### src/hdl/ahpg_pkg.sv
// Package for the adaptive high-side PWM gate sequencer.
// Assumes one bridge-driver clock at 200 MHz drives all users of these constants.
package ahpg_pkg;
   localparam int CODE_W = 6;
   localparam int TIME_W = 12;
   localparam logic [5:0] MIN_CODE = 6'h00;
   localparam logic [5:0] MAX_CODE = 6'h3F;
   localparam logic [5:0] RST_CODE = 6'h00;
   localparam logic [11:0] RST_COUNT = 12'h000;
   localparam logic [1:0] SYNC_RST = 2'h0;

   // Sequencer phases.
   typedef enum logic [3:0] {
      AHPG_IDLE   = 4'h0,
      AHPG_GUARD  = 4'h1,
      AHPG_PCHG   = 4'h2,
      AHPG_CHG    = 4'h3,
      AHPG_POST   = 4'h4,
      AHPG_ON     = 4'h5,
      AHPG_SYM    = 4'h6,
      AHPG_PDCHG  = 4'h7,
      AHPG_DCHG   = 4'h8,
      AHPG_OFF    = 4'h9
   } ahpg_state_t;

   // Gate command to the external driver stage.
   typedef struct packed {
      logic hs_src;
      logic hs_sink;
      logic [5:0] hs_code;
      logic ls_src;
      logic ls_sink;
      logic [5:0] ls_code;
   } ahpg_gate_t;

   // Timing configuration, all in bridge-driver clock cycles.
   typedef struct packed {
      logic [11:0] fw_guard_time;
      logic [11:0] active_guard_time;
      logic [11:0] precharge_duration;
      logic [11:0] predischarge_duration;
      logic [11:0] vds_filter_time;
      logic [11:0] turn_on_delay_target;
      logic [11:0] turn_off_delay_target;
   } ahpg_timing_t;

   // Current configuration codes.
   typedef struct packed {
      logic [5:0] charge_current;
      logic [5:0] discharge_current;
      logic [5:0] freewheel_gate_current;
      logic [5:0] max_gate_current;
      logic [5:0] precharge_init_current;
      logic [5:0] predischarge_init_current;
   } ahpg_current_t;
endpackage

### src/hdl/ahpg_sequencer.sv
// Adaptive high-side PWM gate sequencer for one half-bridge.
// Assumes pwm_input and the switch-node comparators are asynchronous pins;
// configuration inputs are quasi-static and come from the clock domain.
`timescale 1ns/10ps
module ahpg_sequencer
   import ahpg_pkg::*;
(
   input wire logic i_ref_clk,
   input wire logic i_rst,
   input wire logic i_pwm_input,
   input wire logic i_switch_node_high_thresh,
   input wire logic i_switch_node_low_thresh,
   input wire logic i_bridge_pwm_enable_set,
   input wire logic i_active_freewheel_sel,
   input wire logic [1:0] i_adaptive_gate_mode,
   input wire logic i_adapt_filter_en,
   input wire logic i_adapt_step_size,
   input wire ahpg_timing_t i_timing,
   input wire ahpg_current_t i_current,
   output ahpg_gate_t o_gate,
   output logic [5:0] o_precharge_current,
   output logic [5:0] o_predischarge_current,
   output logic [11:0] o_eff_turn_on_delay,
   output logic [11:0] o_eff_turn_off_delay,
   output ahpg_state_t o_phase
);
   logic [2:0] pwm_sync, shh_sync, shl_sync;
   logic pwm_level, shh, shl, rise, fall, adapt_on, ls_fw_on;
   ahpg_state_t state, next_state;
   logic [11:0] phase_cnt, guard_cnt, filt_cnt, delay_cnt, meas_on, meas_off;
   logic [5:0] pchg_code, pdchg_code, post_code, next_post_code;
   logic [1:0] on_hist, off_hist;
   logic on_done, off_done, off_taken;

   // Three-stage synchronisers; a change counts once stages two and three agree.
   always_ff @(posedge i_ref_clk) begin
      if (i_rst) begin
         pwm_sync <= 3'h0;
         shh_sync <= 3'h0;
         shl_sync <= 3'h0;
         pwm_level <= 1'b0;
         shh <= 1'b0;
         shl <= 1'b0;
      end else begin
         pwm_sync <= {pwm_sync[1:0], i_pwm_input};
         shh_sync <= {shh_sync[1:0], i_switch_node_high_thresh};
         shl_sync <= {shl_sync[1:0], i_switch_node_low_thresh};
         if (pwm_sync[1] == pwm_sync[2]) begin
            pwm_level <= pwm_sync[2];
         end
         if (shh_sync[1] == shh_sync[2]) begin
            shh <= shh_sync[2];
         end
         if (shl_sync[1] == shl_sync[2]) begin
            shl <= shl_sync[2];
         end
      end
   end

   assign rise = (pwm_sync[1] == pwm_sync[2]) && pwm_sync[2] && !pwm_level;
   assign fall = (pwm_sync[1] == pwm_sync[2]) && !pwm_sync[2] && pwm_level;
   assign adapt_on = i_adaptive_gate_mode[1];
   assign next_post_code = (post_code < i_current.max_gate_current) ?
                           post_code + 6'h01 : i_current.max_gate_current;

   // Phase sequencing. A new PWM edge always restarts the matching sequence.
   always_comb begin
      next_state = state;
      if (rise) begin
         next_state = i_active_freewheel_sel ? AHPG_GUARD : AHPG_PCHG;
      end else if (fall) begin
         next_state = i_active_freewheel_sel ? AHPG_SYM : AHPG_PDCHG;
      end else begin
         unique case (state)
            AHPG_GUARD: if (phase_cnt >= i_timing.fw_guard_time) next_state = AHPG_PCHG;
            AHPG_PCHG: if (phase_cnt >= i_timing.precharge_duration) next_state = AHPG_CHG;
            AHPG_CHG: if (shh) next_state = AHPG_POST;
            AHPG_POST: if (filt_cnt >= i_timing.vds_filter_time) next_state = AHPG_ON;
            AHPG_SYM: if (phase_cnt >= i_timing.fw_guard_time) next_state = AHPG_PDCHG;
            AHPG_PDCHG: if (phase_cnt >= i_timing.predischarge_duration) begin
               next_state = AHPG_DCHG;
            end
            AHPG_DCHG: if (guard_cnt >= i_timing.active_guard_time) next_state = AHPG_OFF;
            default: next_state = state;
         endcase
      end
   end

   // State register and per-phase counter; counts are whole clock cycles.
   always_ff @(posedge i_ref_clk) begin
      if (i_rst) begin
         state <= AHPG_IDLE;
         phase_cnt <= RST_COUNT;
      end else begin
         state <= next_state;
         if (next_state != state || rise || fall) begin
            phase_cnt <= 12'h001;
         end else if (phase_cnt != 12'hFFF) begin
            phase_cnt <= phase_cnt + 12'h001;
         end
      end
   end

   // Active guard starts on entry to pre-discharge and runs through pre-discharge and discharge.
   // The filter counter spans post-charge and the low-side freewheel window.
   always_ff @(posedge i_ref_clk) begin
      if (i_rst) begin
         guard_cnt <= RST_COUNT;
         filt_cnt <= RST_COUNT;
         ls_fw_on <= 1'b0;
      end else begin
         if (next_state == AHPG_PDCHG && state != AHPG_PDCHG) begin
            guard_cnt <= 12'h001;
         end else if (guard_cnt != 12'hFFF) begin
            guard_cnt <= guard_cnt + 12'h001;
         end
         if ((next_state == AHPG_POST && state != AHPG_POST) ||
             (next_state == AHPG_OFF && state != AHPG_OFF)) begin
            filt_cnt <= 12'h001;
         end else if (filt_cnt != 12'hFFF) begin
            filt_cnt <= filt_cnt + 12'h001;
         end
         // Low-side freewheel charge only in active mode and while node is low.
         ls_fw_on <= (state == AHPG_OFF) && i_active_freewheel_sel && shl &&
                     (filt_cnt < i_timing.vds_filter_time);
      end
   end

   // Delay measurement from start of pre-charge or pre-discharge to the comparator.
   always_ff @(posedge i_ref_clk) begin
      if (i_rst) begin
         delay_cnt <= RST_COUNT;
         on_done <= 1'b0;
         off_done <= 1'b0;
         meas_on <= RST_COUNT;
         meas_off <= RST_COUNT;
         off_taken <= 1'b0;
      end else begin
         on_done <= 1'b0;
         off_done <= 1'b0;
         if ((next_state == AHPG_PCHG && state != AHPG_PCHG) ||
             (next_state == AHPG_PDCHG && state != AHPG_PDCHG)) begin
            delay_cnt <= 12'h001;
         end else if (delay_cnt != 12'hFFF) begin
            delay_cnt <= delay_cnt + 12'h001;
         end
         if (state == AHPG_CHG && shh) begin
            meas_on <= delay_cnt;
            on_done <= 1'b1;
         end
         if (next_state == AHPG_PDCHG && state != AHPG_PDCHG) begin
            off_taken <= 1'b0;
         end else if ((state == AHPG_PDCHG || state == AHPG_DCHG) && shl && !off_taken) begin
            meas_off <= delay_cnt;
            off_taken <= 1'b1; // Only the first low-threshold sample counts.
         end
         if (state == AHPG_DCHG && next_state == AHPG_OFF) begin
            off_done <= 1'b1;
         end
      end
   end

   // Pre-charge adaptation with clamp, optional filtering and step size.
   always_ff @(posedge i_ref_clk) begin
      if (i_rst) begin
         pchg_code <= RST_CODE;
         on_hist <= 2'h0;
      end else if (i_bridge_pwm_enable_set) begin
         pchg_code <= (i_current.precharge_init_current < i_current.max_gate_current) ?
                      i_current.precharge_init_current : i_current.max_gate_current;
         on_hist <= 2'h0;
      end else if (on_done && adapt_on) begin
         on_hist <= {meas_on > i_timing.turn_on_delay_target,
                     meas_on < i_timing.turn_on_delay_target};
         if ((meas_on > i_timing.turn_on_delay_target) &&
             (!i_adapt_filter_en || on_hist[1])) begin
            pchg_code <= step_up(pchg_code, i_adapt_step_size, i_current.max_gate_current);
         end else if ((meas_on < i_timing.turn_on_delay_target) &&
                      (!i_adapt_filter_en || on_hist[0])) begin
            pchg_code <= step_dn(pchg_code, i_adapt_step_size);
         end
      end
   end

   // Pre-discharge adaptation mirrors the pre-charge scheme.
   always_ff @(posedge i_ref_clk) begin
      if (i_rst) begin
         pdchg_code <= RST_CODE;
         off_hist <= 2'h0;
      end else if (i_bridge_pwm_enable_set) begin
         pdchg_code <= (i_current.predischarge_init_current < i_current.max_gate_current) ?
                       i_current.predischarge_init_current : i_current.max_gate_current;
         off_hist <= 2'h0;
      end else if (off_done && adapt_on) begin
         off_hist <= {meas_off > i_timing.turn_off_delay_target,
                      meas_off < i_timing.turn_off_delay_target};
         if ((meas_off > i_timing.turn_off_delay_target) &&
             (!i_adapt_filter_en || off_hist[1])) begin
            pdchg_code <= step_up(pdchg_code, i_adapt_step_size, i_current.max_gate_current);
         end else if ((meas_off < i_timing.turn_off_delay_target) &&
                      (!i_adapt_filter_en || off_hist[0])) begin
            pdchg_code <= step_dn(pdchg_code, i_adapt_step_size);
         end
      end
   end

   // Saturating steps keep the codes inside the legal range.
   function automatic logic [5:0] step_up(input logic [5:0] c, input logic two,
                                          input logic [5:0] mx);
      logic [6:0] s;
      s = {1'b0, c} + (two ? 7'h02 : 7'h01);
      step_up = (s > {1'b0, mx}) ? mx : s[5:0];
   endfunction

   function automatic logic [5:0] step_dn(input logic [5:0] c, input logic two);
      logic [5:0] d;
      d = two ? 6'h02 : 6'h01;
      step_dn = (c < MIN_CODE + d) ? MIN_CODE : c - d;
   endfunction

   // Gate command outputs, all registered.
   always_ff @(posedge i_ref_clk) begin
      if (i_rst) begin
         o_gate <= '0;
         post_code <= RST_CODE;
      end else begin
         o_gate <= '0;
         unique case (next_state)
            AHPG_GUARD: begin
               o_gate.ls_sink <= 1'b1;
               o_gate.ls_code <= i_current.freewheel_gate_current;
            end
            AHPG_PCHG: begin
               o_gate.hs_src <= 1'b1;
               o_gate.hs_code <= pchg_code;
            end
            AHPG_CHG: begin
               o_gate.hs_src <= 1'b1;
               o_gate.hs_code <= i_current.charge_current;
               post_code <= i_current.charge_current;
            end
            AHPG_POST, AHPG_ON: begin
               o_gate.hs_src <= 1'b1;
               post_code <= next_post_code;
               o_gate.hs_code <= next_post_code;
            end
            AHPG_SYM: begin
               o_gate.hs_src <= 1'b1;
               o_gate.hs_code <= post_code;
            end
            AHPG_PDCHG: begin
               o_gate.hs_sink <= 1'b1;
               o_gate.hs_code <= pdchg_code;
            end
            AHPG_DCHG: begin
               o_gate.hs_sink <= 1'b1;
               o_gate.hs_code <= i_current.discharge_current;
            end
            default: begin
               o_gate.ls_src <= ls_fw_on && i_active_freewheel_sel;
               o_gate.ls_code <= ls_fw_on ? i_current.freewheel_gate_current : 6'h00;
            end
         endcase
      end
   end

   // Status outputs.
   always_ff @(posedge i_ref_clk) begin
      if (i_rst) begin
         o_precharge_current <= RST_CODE;
         o_predischarge_current <= RST_CODE;
         o_eff_turn_on_delay <= RST_COUNT;
         o_eff_turn_off_delay <= RST_COUNT;
         o_phase <= AHPG_IDLE;
      end else begin
         o_precharge_current <= pchg_code;
         o_predischarge_current <= pdchg_code;
         o_eff_turn_on_delay <= meas_on;
         o_eff_turn_off_delay <= meas_off;
         o_phase <= state;
      end
   end

   // Passive freewheel never turns the low side on.
   passive_ls_off_a: assert property (@(posedge i_ref_clk) disable iff (i_rst)
      !i_active_freewheel_sel |=> !o_gate.ls_src) else $error("low side on in passive");
   // Pre-charge code stays within the maximum.
   pchg_clamp_a: assert property (@(posedge i_ref_clk) disable iff (i_rst)
      !i_bridge_pwm_enable_set |=> pchg_code <= i_current.max_gate_current)
      else $error("pre-charge code above max");
   // Rise in active mode enters guard.
   guard_entry_a: assert property (@(posedge i_ref_clk) disable iff (i_rst)
      rise && i_active_freewheel_sel |=> state == AHPG_GUARD) else $error("no guard");
   // Rise in passive mode goes straight to pre-charge.
   passive_rise_a: assert property (@(posedge i_ref_clk) disable iff (i_rst)
      rise && !i_active_freewheel_sel |=> state == AHPG_PCHG) else $error("guard not skipped");
   // Fall in passive mode skips the symmetrisation delay.
   passive_fall_a: assert property (@(posedge i_ref_clk) disable iff (i_rst)
      fall && !i_active_freewheel_sel |=> state == AHPG_PDCHG) else $error("fall guard");
   // Enable load picks the smaller of the initial code and the maximum.
   init_load_a: assert property (@(posedge i_ref_clk) disable iff (i_rst)
      i_bridge_pwm_enable_set |=> pchg_code == (($past(i_current.precharge_init_current) <
      $past(i_current.max_gate_current)) ? $past(i_current.precharge_init_current) :
      $past(i_current.max_gate_current))) else $error("init load wrong");
   // No adaptation when mode bit is clear.
   no_adapt_a: assert property (@(posedge i_ref_clk) disable iff (i_rst)
      !adapt_on && !i_bridge_pwm_enable_set |=> $stable(pchg_code))
      else $error("adapted while disabled");
   // Charge phase ends once high threshold seen.
   chg_end_a: assert property (@(posedge i_ref_clk) disable iff (i_rst)
      state == AHPG_CHG && shh && !rise && !fall |=> state == AHPG_POST)
      else $error("charge did not end");
endmodule

### config.mk
export PLATFORM = sky130hd
export DESIGN_NAME = ahpg_sequencer
export DESIGN_NICKNAME = d
export VERILOG_FILES = /design/src/hdl/ahpg_pkg.sv /design/src/hdl/ahpg_sequencer.sv
export SDC_FILE = /design/constraint.sdc
export NUM_CORES = 1
export LEC_CHECK = 0
export BUFFER_PORTS_ARGS = -buffer_cell sky130_fd_sc_hd__buf_2
export CAP_MARGIN = 20
export CORE_MARGIN = 3
export CORE_UTILIZATION = 51
export DETAILED_ROUTE_END_ITERATION = 10
export GPL_TIMING_DRIVEN = 0
export PLACE_DENSITY = 0.77
export SLEW_MARGIN = 15
export SYNTH_ARGS = -nofsm -noshare
export SYNTH_HDL_FRONTEND = slang
export SYNTH_SLANG_ARGS = --single-unit
### constraint.sdc
create_clock -name i_ref_clk -period 3.2 [get_ports i_ref_clk]
set_input_delay 0.16 -clock i_ref_clk [delete_from_list [all_inputs] [get_ports i_ref_clk]]
set_output_delay 0.16 -clock i_ref_clk [all_outputs]
set_load 0.01 [all_outputs]
==> results of run 1 <==
## synthesized netlist by cell type, types with 11 or more instances
library cell | count | area, um^2
dfxtp_1 | 170 | 3400
ha_1 | 126 | 1580
inv_1 | 113 | 424
nor2_1 | 92 | 345
nand2_1 | 91 | 342
a21oi_1 | 80 | 400
nor2b_1 | 68 | 425
o21ai_0 | 45 | 225
nand3_1 | 36 | 180
nor3_1 | 36 | 180
a21o_1 | 31 | 233
xor2_1 | 31 | 272
clkbuf_1 | 28 | 105
nand4_1 | 25 | 156
mux2i_1 | 23 | 230
and3_1 | 21 | 131
a221oi_1 | 16 | 140
o21a_1 | 14 | 105
a31oi_1 | 12 | 75.1
xnor2_1 | 12 | 105
nand2b_1 | 11 | 68.8
## metrics by stage
step	power (mW)	std cells	setup TNS, ns	utilization, %	cell area [um^2]
global route	5.59	1765	-5.52	69.0	13600
CTS	5.28	1745	-0.434	65.8	13000
global placement	3.01	1683	-29.18	59.1	11700
floorplan	2.76	1235	0	-	10400
finish	5.40	1765	-2.00	69.0	13600
detailed placement	3.03	1683	-26.55	59.1	11700
## per-layer routing
layer	part of all wire (%)	up-vias	GRT usage (%)
li1	-	4901	-
met1	41	4739	34.4
met2	47	506	44.4
met3	7.5	125	5.89
met4	4.3	2	11.5
met5	0.037	-	0
## registers in the layout (all words and copies together), names as in the netlist, 2 cells and up
name and cells:
pchg_code 6, off_hist 2, o_phase 4, meas_off 12, o_eff_turn_on_delay 12, o_eff_turn_off_delay 12
filt_cnt 12, shh_sync 3, phase_cnt 12, pdchg_code 6, post_code 6, delay_cnt 12
shl_sync 3, o_precharge_current 6, pwm_sync 3, o_predischarge_current 6, meas_on 12, state 4
on_hist 2, guard_cnt 12, o_gate 16
## critical path: stages, from the launching register on
cell	delay (ns)
dfxtp_4	0.37
ha_4	0.27
nand2_1	0.10
o21ai_0	0.28
a21oi_1	0.19
and3_1	0.21
o41a_1	0.42
o31a_1	0.30
buf_6	0.14
a311oi_4	0.37
buf_6	0.17
buf_8	0.12
buf_12	0.10
nor2b_1	0.04
a31o_1	0.18
## cell families (layout without fill, tap and decap cells)
group	after synthesis	in the layout
simple gates	417	417
compound gates	295	295
flops	170	170
buf+inv	155	420
fa+ha+maj	130	130
xor+xnor	43	43
mux	25	25
## report_power, final
| group | total (mW) | internal, mW | leakage [nW] | switching [mW] |
|---|---|---|---|---|
| logic | 0.981 | 0.434 | 4.69 | 0.547 |
| registers | 2.21 | 2.16 | 1.39 | 0.0494 |
| clock network | 2.21 | 1.32 | 0.302 | 0.889 |
| total | 5.40 | 3.92 | 6.38 | 1.49 |
## what timing repair did
item                                   CTS  global route
setup endpoints to repair               88            89
endpoints found under the hold margin    9             0
resized for setup                       91            99
cloned                                   1             2
hold buffers                             9             0
buffers inserted                        20            20
pin swaps                               25            40
## area by class of cell
cell class                      count  area, um^2  share of cell area, %
Inverter                          113         424                   3.11
Tap cell                          265         332                   2.43
Multi-Input combinational cell    910        7220                   52.9
Timing Repair Buffer              234        1400                   10.2
Clock buffer                       20         437                   3.20
Clock inverter                     12         184                   1.35
Sequential cell                   170        3450                   25.3
Buffer                             41         210                   1.54
## path summary, 6_finish.rpt
check | startpoint | depth (start not counted) | endpoint
worst max-delay path | phase_cnt[7]$_SDFFE_PP0P_ | 14 | meas_off[8]$_SDFFE_PP0P_
worst min-delay path | i_adaptive_gate_mode[1] | 3 | off_hist[1]$_SDFFE_PP0P_
worst max register to register | phase_cnt[7]$_SDFFE_PP0P_ | 14 | meas_off[8]$_SDFFE_PP0P_
worst min register to register | pwm_sync[0]$_SDFF_PP0_ | 1 | pwm_sync[1]$_SDFF_PP0_
==> impl_metrics.tcl, run 1 <==
set metrics [dict create \
    yosysSeqAreaShare_pct 32.6 \
    synth_xor_area_share_pct 3.61 \
    start_util_pct 52.8 \
    antenna_left 0 \
    pre_cts_ws_ns -0.533 \
    synth-compound-area-share_pct 19.6 \
    grt_pass1_wl_mm 48.4 \
    nets 1748 \
    cp_max_fo 5 \
    syn_area_per_cell_um2 8.46 \
    row_count 51 \
    syn-cell-area_um2 10400 \
    vias_per_cell 5.82 \
    synth.area.mux_share_pct 2.42 \
    yosys.area_share.adder_pct 15.9 \
    layout_common_cells "buf_2, dfxtp_1, ha_1" \
    fillers 1484 \
    yosysUniqueCellTypes 74 \
    synth_top_family_by_area "simple AND/OR/NAND/NOR gates" \
    timing.hold.ws_ns 0.0111 \
    endpoint_kind "flip-flop" \
    die_w_um 149 \
    grt_max_degree 17 \
    slew_viol_final 0 \
    ir_worst_vdd_v 0.000333 \
    cts_tree "done" \
    rsz0062_at_grt "yes" \
    dp_hpwl_mm 22.8 \
    hp-class "primary input to flip-flop" \
    io_buffers 183 \
    drt_iter0_drc 691 \
    drc 0 \
    clkTransAtPathRegs_ns 0.07 \
    setup_viol 28 \
    fin_crit_sh_pct 106 \
    area_growth_pct 30.7 \
    layout_min_cycle_time_ns 3.39 \
    clk_latency_ns 0.44 \
    first_pass_iters 6 \
    path_class "flip-flop to flip-flop" \
    worstPathArrival_ns 3.72 \
    cts.htree.levels 4 \
    leakage_nw 6.38 \
    required_ns 3.53 \
    async_flop_share_pct 0 \
    drive_gt1_share_pct 26.8 \
    wl_mm 32.1 \
    fmax_ghz 0.295 \
    grt_pass1_vias 9808 \
    cts_max_path_buffers 2 \
    max-cap-violations 0 \
    grt_usage_pct 27.0 \
    synth_seq_cells 170 \
    final_common_cell "buf_2" \
    cts_buffers 17 \
    num_antenna_cells 0 \
    ys_warn_count 0 \
    finalWorstSetupSlack_ns -0.189 \
    io_pins 187 \
    fin_skew_ns 0.0123 \
    overflow 0 \
    cts.sinks 170 \
    outcome "finished with violations" \
    start_kind "flip-flop" \
    synth_nets 1496 \
    synthFlopType "dfxtp_1" \
    vias 10273 \
    worst_slew_pin_slew_ns 0.924 \
    slew_headroom_pct 38.4 \
    reg2reg_slack_ns -0.19 \
    synth_edf_count 0 \
    dieArea_um2 22200 \
    die_y_um 149 \
    p_per_area_nw_per_um2 396 \
    antenna_found_initial 1 \
    wire_per_inst_um 18.2 \
    synthCells 1235 \
    violations "setup timing" \
    clk_root_buffer_cell "clkbuf_16" \
    hold_violations 0 \
    gp_congestion 0.973 \
    synth-simple-area-share_pct 20.0 \
    core_area_um2 19800 \
]
Note: power is estimated with default switching activity, not from simulation.
==> run 2: changes to the inputs <==
ABC_AREA = 1   (was default)
CAP_MARGIN = default   (was 20)
CORE_UTILIZATION = 52   (was 51)
PLACE_DENSITY = 0.78   (was 0.77)
==> run 2 against run 1 <==
Net effect: the flow now finishes without violations; via count grew 1.5%; cell count grew 14%; combinational power grew 100%; hold slack gained 0.017 ns; global-route usage shrank 2.0 points; clock power grew 2%; critical endpoint is now pchg_code[0]$_SDFFE_PP0P_.
==> impl_metrics.tcl, run 2 <==
set metrics [dict create \
    outcome "finished clean" \
    core_area_um2 19900 \
    path_class "flip-flop to flip-flop" \
    synth-compound-area-share_pct 13.2 \
    start_util_pct 54.0 \
    vias_per_cell 5.19 \
    vias 10428 \
    row_count 51 \
    synth_edf_count 0 \
    cts_max_path_buffers 2 \
    utilization_pct 64.4 \
    cts.htree.levels 4 \
    yosysUniqueCellTypes 55 \
    synth_top_family_by_area "simple AND/OR/NAND/NOR gates" \
    dieArea_um2 22400 \
    start_kind "flip-flop" \
    cts.sinks 170 \
    dp_cells 1967 \
    synth_xor_area_share_pct 3.00 \
    worst_slew_pin_slew_ns 0.732 \
    largest_reg_flops 16 \
    overflow 0 \
    synthCells 1518 \
    die_y_um 150 \
    yosys-top-cells-area "dfxtp_1, ha_1, inv_1" \
    top_register "o_gate" \
    grt_pass1_vias 9511 \
    clk_latency_ns 0.43 \
    io_pins 187 \
    slew_headroom_pct 51.2 \
    antenna_left 0 \
    r2r_cells 19 \
    slew_viol_final 0 \
    required_ns 3.58 \
    min_path_cells 5 \
    path_buf_inv 3 \
    hold_violations 0 \
    clk_root_buffer_cell "clkbuf_16" \
    clkTransAtPathRegs_ns 0.07 \
    cts_buffers 17 \
    p_switching_mw 2.32 \
    area_growth_pct 19.4 \
    ys_warn_count 0 \
    worstSetupPathDepth 19 \
    final_common_cell "inv_1" \
    fin_crit_sh_pct 96.5 \
    yosys.area_share.adder_pct 15.4 \
    synth.area.mux_share_pct 0 \
    pwr-share-seq_pct 36.1 \
    power.share.clock_pct 34.1 \
    yosysTopAreaCell "dfxtp_1" \
    synth_top_area_share_pct 31.7 \
    grt_pass1_wl_mm 45.4 \
    crit_start "pchg_code[1]$_SDFFE_PP0P_" \
    layout_min_cycle_time_ns 3.09 \
    first_pass_iters 6 \
    internal-power_mw 4.29 \
    grt_max_degree 17 \
    pwr-share-comb_pct 29.8 \
    cp_top_family "simple AND/OR/NAND/NOR gates" \
    fin_cells 2010 \
    drive_gt1_share_pct 16.8 \
    max-cap-violations 0 \
    dp_hpwl_mm 22.5 \
    worstPathArrival_ns 3.47 \
    critPathMaxStageDelay_ns 0.53 \
    wl_mm 28.8 \
    setup_viol 0 \
    ir_worst_vdd_v 0.000452 \
    synth.most_common_cell "inv_1" \
    syn_area_per_cell_um2 7.08 \
    layout_common_cells "inv_1, nand2_1, nor2_1" \
    hp-class "primary input to flip-flop" \
    synth_seq_cells 170 \
    drt_iter0_drc 665 \
    hold_start "i_current[28]" \
    synth_nets 1779 \
    synth-simple-area-share_pct 25.2 \
    num_antenna_cells 0 \
    nets 1994 \
    syn-cell-area_um2 10700 \
    endpoint_kind "flip-flop" \
    fmax_ghz 0.324 \
    cp_max_fo 6 \
    die_w_um 150 \
    r2r_start "pchg_code[1]$_SDFFE_PP0P_" \
    power.share.switching_pct 35.2 \
    cts_tree "done" \
    io_buffers 184 \
    antenna_found_initial 1 \
    cpMaxStageDelayCell "or4_4" \
    wire_per_inst_um 14.3 \
    p_per_area_nw_per_um2 515 \
    yosysSeqAreaShare_pct 31.7 \
    gp_congestion 0.944 \
    drc 0 \
    fin_skew_ns 0.00862 \
    synthFlopType "dfxtp_1" \
    synth.top_cells.by_count "inv_1, nand2_1, nor2_1" \
    fillers 1749 \
    async_flop_share_pct 0 \
    leakage_nw 6.60 \
    path_cells "ha_1 > inv_1 > a21oi_2 > nor2_1 > nand2_1 > nor2_2 > xor2_1 > ha_1 > nand2_1 > inv_1 > nand2_1 > or4_4 > nand2_4 > o21ai_0 > o21ai_0 > a21oi_1 > o21ai_1 > o211ai_1 > inv_1" \
    grt_usage_pct 25.0 \
]
run 2: cell type report:
type	instances	area [um^2]	area share, %
Buffer	35	170	1.33
Clock buffer	18	429	3.34
Clock inverter	13	204	1.59
Inverter	285	1070	8.36
Multi-Input combinational cell	1027	6160	48.0
Sequential cell	170	3410	26.6
Tap cell	265	332	2.58
Timing Repair Buffer	197	1050	8.21
run 2: through the flow:
| step | setup WS [ns] | setup TNS (ns) | hold slack [ns] | instance area (um^2) | power [mW] |
|---|---|---|---|---|---|
| final | 0.111 | 0 | 0.0279 | 12800 | 6.61 |
| after global routing | -0.0529 | -0.206 | 0.0350 | 12800 | 6.98 |
| after CTS | 0.00135 | 0 | 0.00424 | 12700 | 6.54 |
| after detailed placement | -0.351 | -2.89 | 0.377 | 12000 | 4.30 |
| after global placement | -0.314 | -2.41 | 0.368 | 12000 | 4.26 |
| after floorplan | 0.352 | 0 | 0.267 | 10700 | 3.74 |
run 2: repair_timing:
action	in CTS	in global routing
cloned	0	1
hold buffers	8	1
resized for setup	3	22
hold endpoints to repair	8	1
buffers inserted	0	4
pin swaps	0	4
endpoints found under the setup margin	9	28
run 2: worst paths after layout:
check | end | slack, ns
worst max-delay path | pchg_code[0]$_SDFFE_PP0P_ | 0.11
worst min-delay path | o_gate[12]$_SDFF_PP0_ | 0.03
worst max register to register | pchg_code[0]$_SDFFE_PP0P_ | 0.11
worst min register to register | pwm_sync[1]$_SDFF_PP0_ | 0.41
run 2: cells by family (layout without fill, tap and decap cells):
kind of cell | after synthesis | in the layout
adder cells (fa/ha/maj) | 130 | 130
flip-flops | 170 | 170
AND/OR/NAND/NOR | 616 | 617
buffers and inverters | 322 | 548
AO/OA/AOI/OAI | 244 | 244
XOR/XNOR | 36 | 36
run 2: power by group through the flow:
| stage | combinational (mW) | clock [mW] | sequential, mW |
|---|---|---|---|
| after detailed placement | 1.87 | 0 | 2.42 |
| after global placement | 1.84 | 0 | 2.42 |
| after floorplan | 1.32 | 0 | 2.42 |
| final | 1.97 | 2.25 | 2.39 |
| after CTS | 1.89 | 2.27 | 2.38 |
| after global routing | 2.20 | 2.38 | 2.40 |
run 2: layer usage:
layer  wire [um]  vias up  share of wire [%]  track usage, %
met5          13        -              0.045               0
met4         692        2                2.4            7.55
met3        2000       56                6.9            4.45
met2       13300      350                 46            41.7
met1       12900     4673                 45            33.3
li1            -     5347                  -               -
run 2: tightest hold or removal path: cells and delay by family:
kind / cells / cell delay [ns]
simple gates: 4 / 0.18
buf+inv: 1 / 0.08
